===== src/logic/psr_defs.vh =====
// constants for the power sequencing and status register block
// assumes inclusion by the single design file; definitions only
`ifndef PSR_DEFS_VH
`define PSR_DEFS_VH
// command codes
`define PSR_CMD_GOOD_THR     8'h5e
`define PSR_CMD_TURN_ON_DELAY    8'h60
`define PSR_CMD_TON_RAMP     8'h61
`define PSR_CMD_TURN_OFF_DELAY   8'h64
`define PSR_CMD_TOFF_RAMP    8'h65
`define PSR_CMD_SUMMARY      8'h78
`define PSR_CMD_SUMMARY_WORD 8'h79
`define PSR_CMD_VOUT_STATUS  8'h7a
// reset values
`define PSR_SEQ_RESET        16'hca80
`define PSR_STATUS_RESET     8'h00
// summary bit positions
`define PSR_SB_BUSY          7
`define PSR_SB_OFF           6
`define PSR_SB_OVF           5
`define PSR_SB_OCF           4
`define PSR_SB_VINUV         3
`define PSR_SB_TEMP          2
`define PSR_SB_CML           1
`define PSR_SB_OTHER         0
// millisecond tick: 1 ms at 125 MHz
`define PSR_MS_LAST          17'd124999
// sequencing ranges in ms
`define PSR_DELAY_MAX_MS     10'd500
`define PSR_RAMP_MAX_MS      10'd200
`endif


===== src/logic/psr_power_seq_status_regs.v =====
// power sequencing timers, output-good threshold and fault status registers
// assumes a serial bus front end that delivers decoded command strobes on sys_clk
// and fault event pulses from the analog monitors, already on sys_clk
//
// What this block does
// RL1 - output good rises above threshold, falls only below undervoltage limit
// RL2 - good threshold is read/write word, resets to 0.9 times strapped setpoint
// RL3 - wait turn-on delay, 0 to 500 ms, after enable before ramping up
// RL4 - ramp output up over turn-on ramp time, 0 to 200 ms
// RL5 - wait turn-off delay, 0 to 500 ms, after disable before ramping down
// RL6 - ramp output down over turn-off ramp time, 0 to 200 ms
// RL7 - four sequencing words, linear-11 milliseconds, reset to 5 ms encoding
// RL8 - summary byte read returns critical faults, resets to zero
// RL9 - bit 7 flags busy fault
// RL10 - bit 6 set whenever output power is not delivered
// RL11 - bits 5,4,3 flag overvoltage, overcurrent, input undervoltage
// RL12 - bit 2 temperature, bit 1 comm/memory/logic, bit 0 fan or unknown event
// RL13 - status word low byte is the summary byte register itself
// RL14 - word bits 15..12 flag vout, iout, input, maker specific
// RL15 - bit 11 power good negated, 10 fans, 9 other status, 8 unknown
// RL16 - vout status bits 7..4 ov fault, ov warn, uv warn, uv fault
// RL17 - vout bit 3 set on setpoint request above ceiling
// RL18 - bits 2,1 turn-on/off timeout, bit 0 tracking error
// RL19 - fault bits stick until the clear-faults command
// RL20 - intervals timed by millisecond tick, restart on each enable change
`timescale 1ns/10ps
`include "psr_defs.vh"

module psr_power_seq_status_regs (
  input  wire        sys_clk,
  input  wire        rst_b,
  input  wire        cmd_write,
  input  wire        cmd_read,
  input  wire [7:0]  cmd_code,
  input  wire [15:0] cmd_wdata,
  output reg  [15:0] cmd_rdata,
  output reg         cmd_hit,
  input  wire        clear_faults,
  input  wire [15:0] strap_good_default,
  input  wire        enable_pin,
  input  wire [15:0] output_voltage,
  input  wire [15:0] output_undervoltage_limit,
  input  wire        busy_fault,
  input  wire        output_overvoltage_fault,
  input  wire        output_overvoltage_warning,
  input  wire        output_undervoltage_warning,
  input  wire        output_undervoltage_fault,
  input  wire        output_overcurrent_fault,
  input  wire        iout_other_event,
  input  wire        input_undervoltage_fault,
  input  wire        input_other_event,
  input  wire        temperature_event,
  input  wire        comm_memory_logic_fault,
  input  wire        mfg_event,
  input  wire        fan_event,
  input  wire        other_status_set,
  input  wire        unknown_event,
  input  wire        output_voltage_ceiling_hit,
  input  wire        turn_on_timeout_fault,
  input  wire        turn_off_timeout_fault,
  input  wire        output_tracking_error,
  output reg         output_good,
  output reg         ramp_up,
  output reg         ramp_down,
  output reg         output_on
);

  // ----------------------------------------------------------------
  // enable pin synchroniser
  // ----------------------------------------------------------------
  reg en_meta;
  reg en_sync;
  reg en_prev;

  // first stage feeds only the second stage
  always @(posedge sys_clk or negedge rst_b) begin
    if (!rst_b) begin
      en_meta <= 1'b0;
      en_sync <= 1'b0;
      en_prev <= 1'b0;
    end else begin
      en_meta <= enable_pin;
      en_sync <= en_meta;
      en_prev <= en_sync;
    end
  end

  // ----------------------------------------------------------------
  // configuration words
  // ----------------------------------------------------------------
  reg [15:0] output_good_threshold;
  reg [15:0] turn_on_delay;
  reg [15:0] turn_on_ramp_time;
  reg [15:0] turn_off_delay;
  reg [15:0] turn_off_ramp_time;
  reg        thr_loaded;

  // the threshold takes the strap value after reset release, since an async
  // reset may only load constants
  always @(posedge sys_clk or negedge rst_b) begin
    if (!rst_b) begin
      output_good_threshold <= 16'h0000;
      thr_loaded            <= 1'b0;
      turn_on_delay         <= `PSR_SEQ_RESET;  // see RL7
      turn_on_ramp_time     <= `PSR_SEQ_RESET;
      turn_off_delay        <= `PSR_SEQ_RESET;
      turn_off_ramp_time    <= `PSR_SEQ_RESET;
    end else begin
      thr_loaded <= 1'b1;
      if (!thr_loaded)
        output_good_threshold <= strap_good_default;  // see RL2
      else if (cmd_write && cmd_code == `PSR_CMD_GOOD_THR)
        output_good_threshold <= cmd_wdata;  // see RL2
      if (cmd_write && cmd_code == `PSR_CMD_TURN_ON_DELAY)
        turn_on_delay <= cmd_wdata;  // see RL7
      if (cmd_write && cmd_code == `PSR_CMD_TON_RAMP)
        turn_on_ramp_time <= cmd_wdata;
      if (cmd_write && cmd_code == `PSR_CMD_TURN_OFF_DELAY)
        turn_off_delay <= cmd_wdata;
      if (cmd_write && cmd_code == `PSR_CMD_TOFF_RAMP)
        turn_off_ramp_time <= cmd_wdata;
    end
  end

  // ----------------------------------------------------------------
  // linear-11 to whole milliseconds
  // ----------------------------------------------------------------
  // mantissa is signed 11 bits, exponent signed 5 bits; negatives clamp
  // to zero and the result saturates at the allowed range
  function [9:0] psr_l11_ms;
    input [15:0] val;
    input [9:0]  limit;
    reg   [4:0]  ex;
    reg   [41:0] wide;
    begin
      ex   = val[15:11];
      wide = {31'd0, val[10:0]};
      if (val[10])
        psr_l11_ms = 10'd0;
      else begin
        if (ex[4])
          wide = wide >> (~ex + 5'd1);
        else
          wide = wide << ex;
        psr_l11_ms = (wide > {32'd0, limit}) ? limit : wide[9:0];
      end
    end
  endfunction

  wire [9:0] on_delay_ms  = psr_l11_ms(turn_on_delay, `PSR_DELAY_MAX_MS);
  wire [9:0] on_ramp_ms   = psr_l11_ms(turn_on_ramp_time, `PSR_RAMP_MAX_MS);
  wire [9:0] off_delay_ms = psr_l11_ms(turn_off_delay, `PSR_DELAY_MAX_MS);
  wire [9:0] off_ramp_ms  = psr_l11_ms(turn_off_ramp_time, `PSR_RAMP_MAX_MS);

  // ----------------------------------------------------------------
  // sequencer
  // ----------------------------------------------------------------
  localparam [4:0] ST_OFF   = 5'b00001;
  localparam [4:0] ST_ONDLY = 5'b00010;
  localparam [4:0] ST_RISE  = 5'b00100;
  localparam [4:0] ST_ON    = 5'b01000;
  localparam [4:0] ST_FALL  = 5'b10000;

  reg [4:0]  state;
  reg [4:0]  next_state;
  reg [16:0] tick_cnt;
  reg [9:0]  ms_cnt;
  reg        off_wait;
  reg        next_off_wait;
  wire       en_rise = en_sync & ~en_prev;
  wire       en_fall = ~en_sync & en_prev;
  wire       ms_tick = (tick_cnt == `PSR_MS_LAST);
  reg  [9:0] target;
  reg        restart;

  // interval target and next state
  always @* begin
    next_state = state;
    restart    = 1'b0;
    target     = 10'd0;
    case (state)
      ST_ONDLY: target = on_delay_ms;
      ST_RISE:  target = on_ramp_ms;
      ST_FALL:  target = off_wait ? off_delay_ms : off_ramp_ms;
      default:  target = 10'd0;
    endcase
    if (en_rise && state != ST_ON) begin
      next_state = ST_ONDLY;  // see RL3
      restart    = 1'b1;      // see RL20
    end else if (en_fall && state != ST_OFF) begin
      next_state = ST_FALL;   // see RL5
      restart    = 1'b1;      // see RL20
    end else if (ms_cnt >= target) begin
      case (state)
        ST_ONDLY: begin
          next_state = ST_RISE;  // see RL4
          restart    = 1'b1;
        end
        ST_RISE:  next_state = ST_ON;
        ST_FALL:  begin
          restart = 1'b1;
          if (!off_wait)
            next_state = ST_OFF;  // see RL6
        end
        default:  next_state = state;
      endcase
    end
  end

  // pending turn-off delay flag; computed ahead so the fall strobe lines up with the state
  always @* begin
    next_off_wait = off_wait;
    if (en_fall && state != ST_OFF)
      next_off_wait = 1'b1;  // see RL5
    if (state == ST_FALL && off_wait && ms_cnt >= off_delay_ms && !en_fall)
      next_off_wait = 1'b0;
    if (en_rise)
      next_off_wait = 1'b0;
  end

  // millisecond tick and interval counter
  always @(posedge sys_clk or negedge rst_b) begin
    if (!rst_b) begin
      state    <= ST_OFF;
      tick_cnt <= 17'd0;
      ms_cnt   <= 10'd0;
      off_wait <= 1'b0;
    end else begin
      state <= next_state;
      if (restart) begin
        tick_cnt <= 17'd0;
        ms_cnt   <= 10'd0;
      end else begin
        tick_cnt <= ms_tick ? 17'd0 : tick_cnt + 17'd1;  // see RL20
        if (ms_tick && ms_cnt != 10'h3ff)
          ms_cnt <= ms_cnt + 10'd1;
      end
      off_wait <= next_off_wait;  // see RL5
    end
  end

  // sequencing outputs registered from the next state
  always @(posedge sys_clk or negedge rst_b) begin
    if (!rst_b) begin
      ramp_up   <= 1'b0;
      ramp_down <= 1'b0;
      output_on <= 1'b0;
    end else begin
      ramp_up   <= (next_state == ST_RISE);  // see RL4
      ramp_down <= (next_state == ST_FALL) && !next_off_wait;  // see RL6
      output_on <= (next_state == ST_RISE) || (next_state == ST_ON) || (next_state == ST_FALL);
    end
  end

  // ----------------------------------------------------------------
  // output good hysteresis
  // ----------------------------------------------------------------
  always @(posedge sys_clk or negedge rst_b) begin
    if (!rst_b)
      output_good <= 1'b0;
    else if (output_voltage > output_good_threshold)
      output_good <= 1'b1;  // see RL1
    else if (output_voltage < output_undervoltage_limit)
      output_good <= 1'b0;  // see RL1
  end

  // ----------------------------------------------------------------
  // sticky status; set beats clear in the same cycle
  // ----------------------------------------------------------------
  reg [7:0] fault_summary_byte;  // low byte of the word, one register, see RL13
  reg [7:0] summary_high;
  reg [7:0] output_voltage_status;
  wire [7:0] sum_ev = {busy_fault, 1'b0, output_overvoltage_fault, output_overcurrent_fault,
                       input_undervoltage_fault, temperature_event, comm_memory_logic_fault,
                       unknown_event | fan_event};  // see RL9 see RL11 see RL12
  wire [7:0] vout_ev = {output_overvoltage_fault, output_overvoltage_warning, output_undervoltage_warning,
                        output_undervoltage_fault, output_voltage_ceiling_hit, turn_on_timeout_fault,
                        turn_off_timeout_fault, output_tracking_error};  // see RL16 see RL17 see RL18
  wire       vout_any = |vout_ev;
  wire [7:0] hi_ev = {vout_any, output_overcurrent_fault | iout_other_event,
                      input_undervoltage_fault | input_other_event, mfg_event,
                      1'b0, fan_event, other_status_set, unknown_event};  // see RL14 see RL15

  genvar gi;
  generate
    for (gi = 0; gi < 8; gi = gi + 1) begin : g_sticky
      always @(posedge sys_clk or negedge rst_b) begin
        if (!rst_b) begin
          fault_summary_byte[gi]    <= 1'b0;  // see RL8
          summary_high[gi]          <= 1'b0;
          output_voltage_status[gi] <= 1'b0;
        end else begin
          fault_summary_byte[gi]    <= sum_ev[gi] | (fault_summary_byte[gi] & ~clear_faults);  // see RL19
          summary_high[gi]          <= hi_ev[gi] | (summary_high[gi] & ~clear_faults);
          output_voltage_status[gi] <= vout_ev[gi] | (output_voltage_status[gi] & ~clear_faults);
        end
      end
    end
  endgenerate

  // live bits: off and power-good-negated track present state
  wire [7:0] sum_live  = {fault_summary_byte[7], ~output_on, fault_summary_byte[5:0]};  // see RL10
  wire [7:0] high_live = {summary_high[7:4], ~output_good, summary_high[2:0]};          // see RL15

  // ----------------------------------------------------------------
  // read path
  // ----------------------------------------------------------------
  always @(posedge sys_clk or negedge rst_b) begin
    if (!rst_b) begin
      cmd_rdata <= 16'h0000;
      cmd_hit   <= 1'b0;
    end else begin
      cmd_hit <= cmd_read || cmd_write;
      if (cmd_read) begin
        case (cmd_code)
          `PSR_CMD_GOOD_THR:     cmd_rdata <= output_good_threshold;
          `PSR_CMD_TURN_ON_DELAY:    cmd_rdata <= turn_on_delay;
          `PSR_CMD_TON_RAMP:     cmd_rdata <= turn_on_ramp_time;
          `PSR_CMD_TURN_OFF_DELAY:   cmd_rdata <= turn_off_delay;
          `PSR_CMD_TOFF_RAMP:    cmd_rdata <= turn_off_ramp_time;
          `PSR_CMD_SUMMARY:      cmd_rdata <= {8'h00, sum_live};  // see RL8
          `PSR_CMD_SUMMARY_WORD: cmd_rdata <= {high_live, sum_live};  // see RL13
          `PSR_CMD_VOUT_STATUS:  cmd_rdata <= {8'h00, output_voltage_status};  // see RL16
          default:               cmd_rdata <= 16'h0000;
        endcase
      end
    end
  end

endmodule


===== config.mk =====
export PLATFORM = sky130hd
export DESIGN_NAME = psr_power_seq_status_regs
export DESIGN_NICKNAME = d
export VERILOG_FILES = /design/src/logic/psr_power_seq_status_regs.v
export VERILOG_INCLUDE_DIRS = /design/src /design/src/logic
export SDC_FILE = /design/constraint.sdc
export NUM_CORES = 1
export LEC_CHECK = 0
export ABC_AREA = 1
export BUFFER_PORTS_ARGS = -buffer_cell sky130_fd_sc_hd__buf_2
export CORE_MARGIN = 2
export CORE_UTILIZATION = 25
export CTS_BUF_LIST = sky130_fd_sc_hd__clkbuf_4 sky130_fd_sc_hd__clkbuf_8
export CTS_CLUSTER_SIZE = 28
export DETAILED_ROUTE_END_ITERATION = 16
export GPL_ROUTABILITY_DRIVEN = 0
export PLACE_DENSITY = 0.4
export SYNTH_ARGS = -nofsm -noshare
export SYNTH_HDL_FRONTEND = slang
export SYNTH_SLANG_ARGS = --single-unit

===== constraint.sdc =====
create_clock -name sys_clk -period 10.5 [get_ports sys_clk]
set_input_delay 0 -clock sys_clk [delete_from_list [all_inputs] [get_ports sys_clk]]
set_output_delay 0 -clock sys_clk [all_outputs]
set_load 0.05 [all_outputs]

==> results.sh <==
export IMPL_wirelength_um=49220
export IMPL_p_sw_uw=758.8
export IMPL_die_w_um=228.3
export IMPL_cts_tree="yes"
export IMPL_finalHoldViolations=0
export IMPL_r2r_setup_slack_ps=4780
export IMPL_switching_share=0.4046
export IMPL_yosysMostFrequentCell="nand2_1"
export IMPL_synthTopCellsByArea="dfrtp_1, nand2_1, nand3_1"
export IMPL_dr_total_vias=13680
export IMPL_layout_nets=2209
export IMPL_worst_setup_path_start_kind="flop"
export IMPL_wl_per_cell_um=17.96
export IMPL_r2r_start="turn_on_delay[12]"
export IMPL_start_util=0.2518
export IMPL_postLayoutSetupSlackWorst_ps=4781
export IMPL_use_met3=0.03543
export IMPL_dieHeight_um=228.3
export IMPL_worst_pin_slew_ps=1044
export IMPL_final_antenna_net_count=0
export IMPL_relSlewSlack=0.2987
export IMPL_p_seq_frac=0.379
export IMPL_antenna_found_initial=2
export IMPL_synth_yosys_seq_area_share=0.3203
export IMPL_drtIter0Drc=1231
export IMPL_drive_above_1_share=0.1165
export IMPL_dr_pass1_iters=6
export IMPL_post_cts_buffers=0
export IMPL_finClkSkew_ps=22.37
export IMPL_status="finished clean"
export IMPL_clk_pin_slew_ps=90
export IMPL_slowest_delay_ps=650
export IMPL_remaining_drc_errors=0
export IMPL_grt_first_pass_wirelength_um=76870
export IMPL_netlist_area_sq_mm=0.01258
export IMPL_htreeDepth=4
export IMPL_cp_top_family="simple AND/OR/NAND/NOR gates"
export IMPL_yosysUniqueCellTypes=56
export IMPL_min_path_cells=2
export IMPL_cts_resized=0
export IMPL_finish_utilization=0.3040
export IMPL_synthFlopType="dfrtp_1"
export IMPL_ys_async_sr_fraction=1.000
export IMPL_place_port_buffers=117
export IMPL_hold_ws_ps=122.7
export IMPL_numCtsBuffers=17
export IMPL_maxCapViolCount=0
export IMPL_yosysWarnings=0
export IMPL_p_total_mw=1.876
export IMPL_overflow=0
export IMPL_syn_inst=1877
export IMPL_cp_slowest_cell="dfrtp_1"
export IMPL_busiest_layer="met2"
export IMPL_min_period_ps=5719
export IMPL_ys_ff_latch=160
export IMPL_rsz0062_at_grt="no"
export IMPL_critPathMaxFanout=15
export IMPL_io_pins=118
export IMPL_p_leak_nw=7.471
export IMPL_insertion_delay_ps=560
export IMPL_critPathCaptureType="flop"
export IMPL_synth_edff_count=0
export IMPL_cts_root_buffer="clkbuf_8"
export IMPL_synthTopCellsByCount="nand2_1, nand3_1, inv_1, nor2_1, dfrtp_1"
export IMPL_num_antenna_cells=0
export IMPL_met2_usage=0.3053
export IMPL_crit_type="reg2reg"
export IMPL_hold_path_class="in2reg"
export IMPL_min_to="en_meta"
export IMPL_dp_slack_ps=4843
export IMPL_crit_top_cell="nor2_1"
export IMPL_post_dp_hpwl_um=38530
export IMPL_fmaxAchievable_ghz=0.1749
export IMPL_avgSynthCellArea_sq_um=6.703
export IMPL_core_area_sq_mm=0.04997
export IMPL_yosys_area_top_type_share=0.2765
export IMPL_rows=82
export IMPL_grt_max_degree=64
export IMPL_viasPerCell=4.991
export IMPL_grt_use_met1=0.2535
export IMPL_cts_path_max_buffers=2
export IMPL_grt_pass1_vias=13250
export IMPL_area_growth_pct=20.73
export IMPL_combPwrFrac=0.334
export IMPL_yosysTopAreaCell="dfrtp_1"
export IMPL_ir_worst_vdd_mv=0.09000
export IMPL_finalSetupViolCount=0
export IMPL_tns_ps=0
export IMPL_p_clk_frac=0.287
export IMPL_clock_sinks=160
export IMPL_required_ps=10940
export IMPL_arrival_ps=6160
export IMPL_reg2reg_to="ms_cnt[7]"
export IMPL_slew_violations=0
export IMPL_power_density_mw_per_mm2=123.5
export IMPL_grt_usage=0.1906
export IMPL_p_int_mw=1.117
export IMPL_path_buf_inv=3
export IMPL_r2r_cells=30
export IMPL_worstHoldStart="enable_pin"
export IMPL_die_area_sq_mm=0.05213
export IMPL_min_period_over_period=0.5447
[cells in the final DEF, fill, tap and decap left out, drive strengths merged, types with 13 or more instances in the layout]
master and count:
ha 57, clkbuf 18, o31ai 13, a31oi 14
buf 121, nor2 158, o21ai 147, inv 208
o211ai 16, nor3 28, nand2 532, nand3 260
dfstp 21, a21oi 69, nand4 38, o22ai 35
dfrtp 139, dlygate4sd3 99
[flip-flops by register name, indices dropped and copies added, names as in the netlist, 8 cells and up]
register	flops
turn_on_ramp_time	16
turn_off_delay	16
turn_off_ramp_time	16
turn_on_delay	16
output_good_threshold	16
tick_cnt	17
cmd_rdata	16
output_voltage_status	8
ms_cnt	10
[worst max-delay path by stage]
stage	from	endpoint	slack [ps]	cells past startpoint
6_report	turn_on_delay[12]	ms_cnt[7]	4780	30
3_3_place_gp	turn_on_delay[12]	ms_cnt[7]	4780	27
3_5_place_dp	turn_on_delay[12]	ms_cnt[7]	4840	27
2_1_floorplan	turn_off_delay[11]	ms_cnt[7]	6430	30
4_1_cts	turn_on_delay[12]	ms_cnt[7]	4820	27
5_1_grt	turn_on_delay[12]	ms_cnt[7]	4240	29
[power by group through the flow]
stage	sequential [mW]	combinational [mW]	clock, mW
global route	0.716	0.710	0.588
finish	0.710	0.626	0.539
global placement	0.723	0.596	0
floorplan	0.714	0.410	0
detailed placement	0.722	0.592	0
CTS	0.710	0.626	0.570
[routing by layer]
| metal | vias up | routed length (um) |
|---|---|---|
| met5 | - | 0 |
| met4 | 0 | 1626 |
| met3 | 83 | 2708 |
| met2 | 451 | 22240 |
| met1 | 6453 | 22650 |
| li1 | 6689 | - |
[area by class of cell]
| cell class | instances | area [sq um] |
|---|---|---|
| well taps | 672 | 840.8 |
| clock inverters | 14 | 197.7 |
| multi-input cells | 1453 | 7481 |
| fillers | 5529 | 34780 |
| clock buffers | 18 | 241.5 |
| inverters | 203 | 764.5 |
| flip-flops and latches | 160 | 4030 |
| repair buffers | 220 | 1633 |
[logic make-up (layout without fill, tap and decap cells)]
logic type | Yosys count | in the layout | share of synthesized area
AND/OR/NAND/NOR | 1034 | 1034 | 0.3626
AO/OA/AOI/OAI | 338 | 338 | 0.1584
buffers and inverters | 266 | 455 | 0.08563
flip-flops | 160 | 160 | 0.3203
adder cells (fa/ha/maj) | 57 | 57 | 0.05669
XOR/XNOR | 14 | 14 | 0.009746
multiplexers | 7 | 7 | 0.006266
other | 1 | 3 | 0.0002981
[worst reg2reg max path, delay by kind of cell, from the launching register on]
kind / cells / cell delay (ps)
flip-flops: 1 / 650
adder cells (fa/ha/maj): 2 / 930
AO/OA/AOI/OAI: 6 / 730
AND/OR/NAND/NOR: 19 / 2410
buffers and inverters: 3 / 870
[through the flow]
step / area (sq um) / std cells
floorplan: 12590 / 1879
global placement: 13730 / 2608
detailed placement: 13730 / 2608
CTS: 15190 / 2740
global route: 15190 / 2740
finish: 15190 / 2740
[timing repair]
action | 4_1_cts | 5_1_grt
hold endpoints to repair | 157 | 0
hold buffers | 100 | 0
setup endpoints to repair | 0 | 0
No activity file was read; power rests on OpenSTA's default activity.
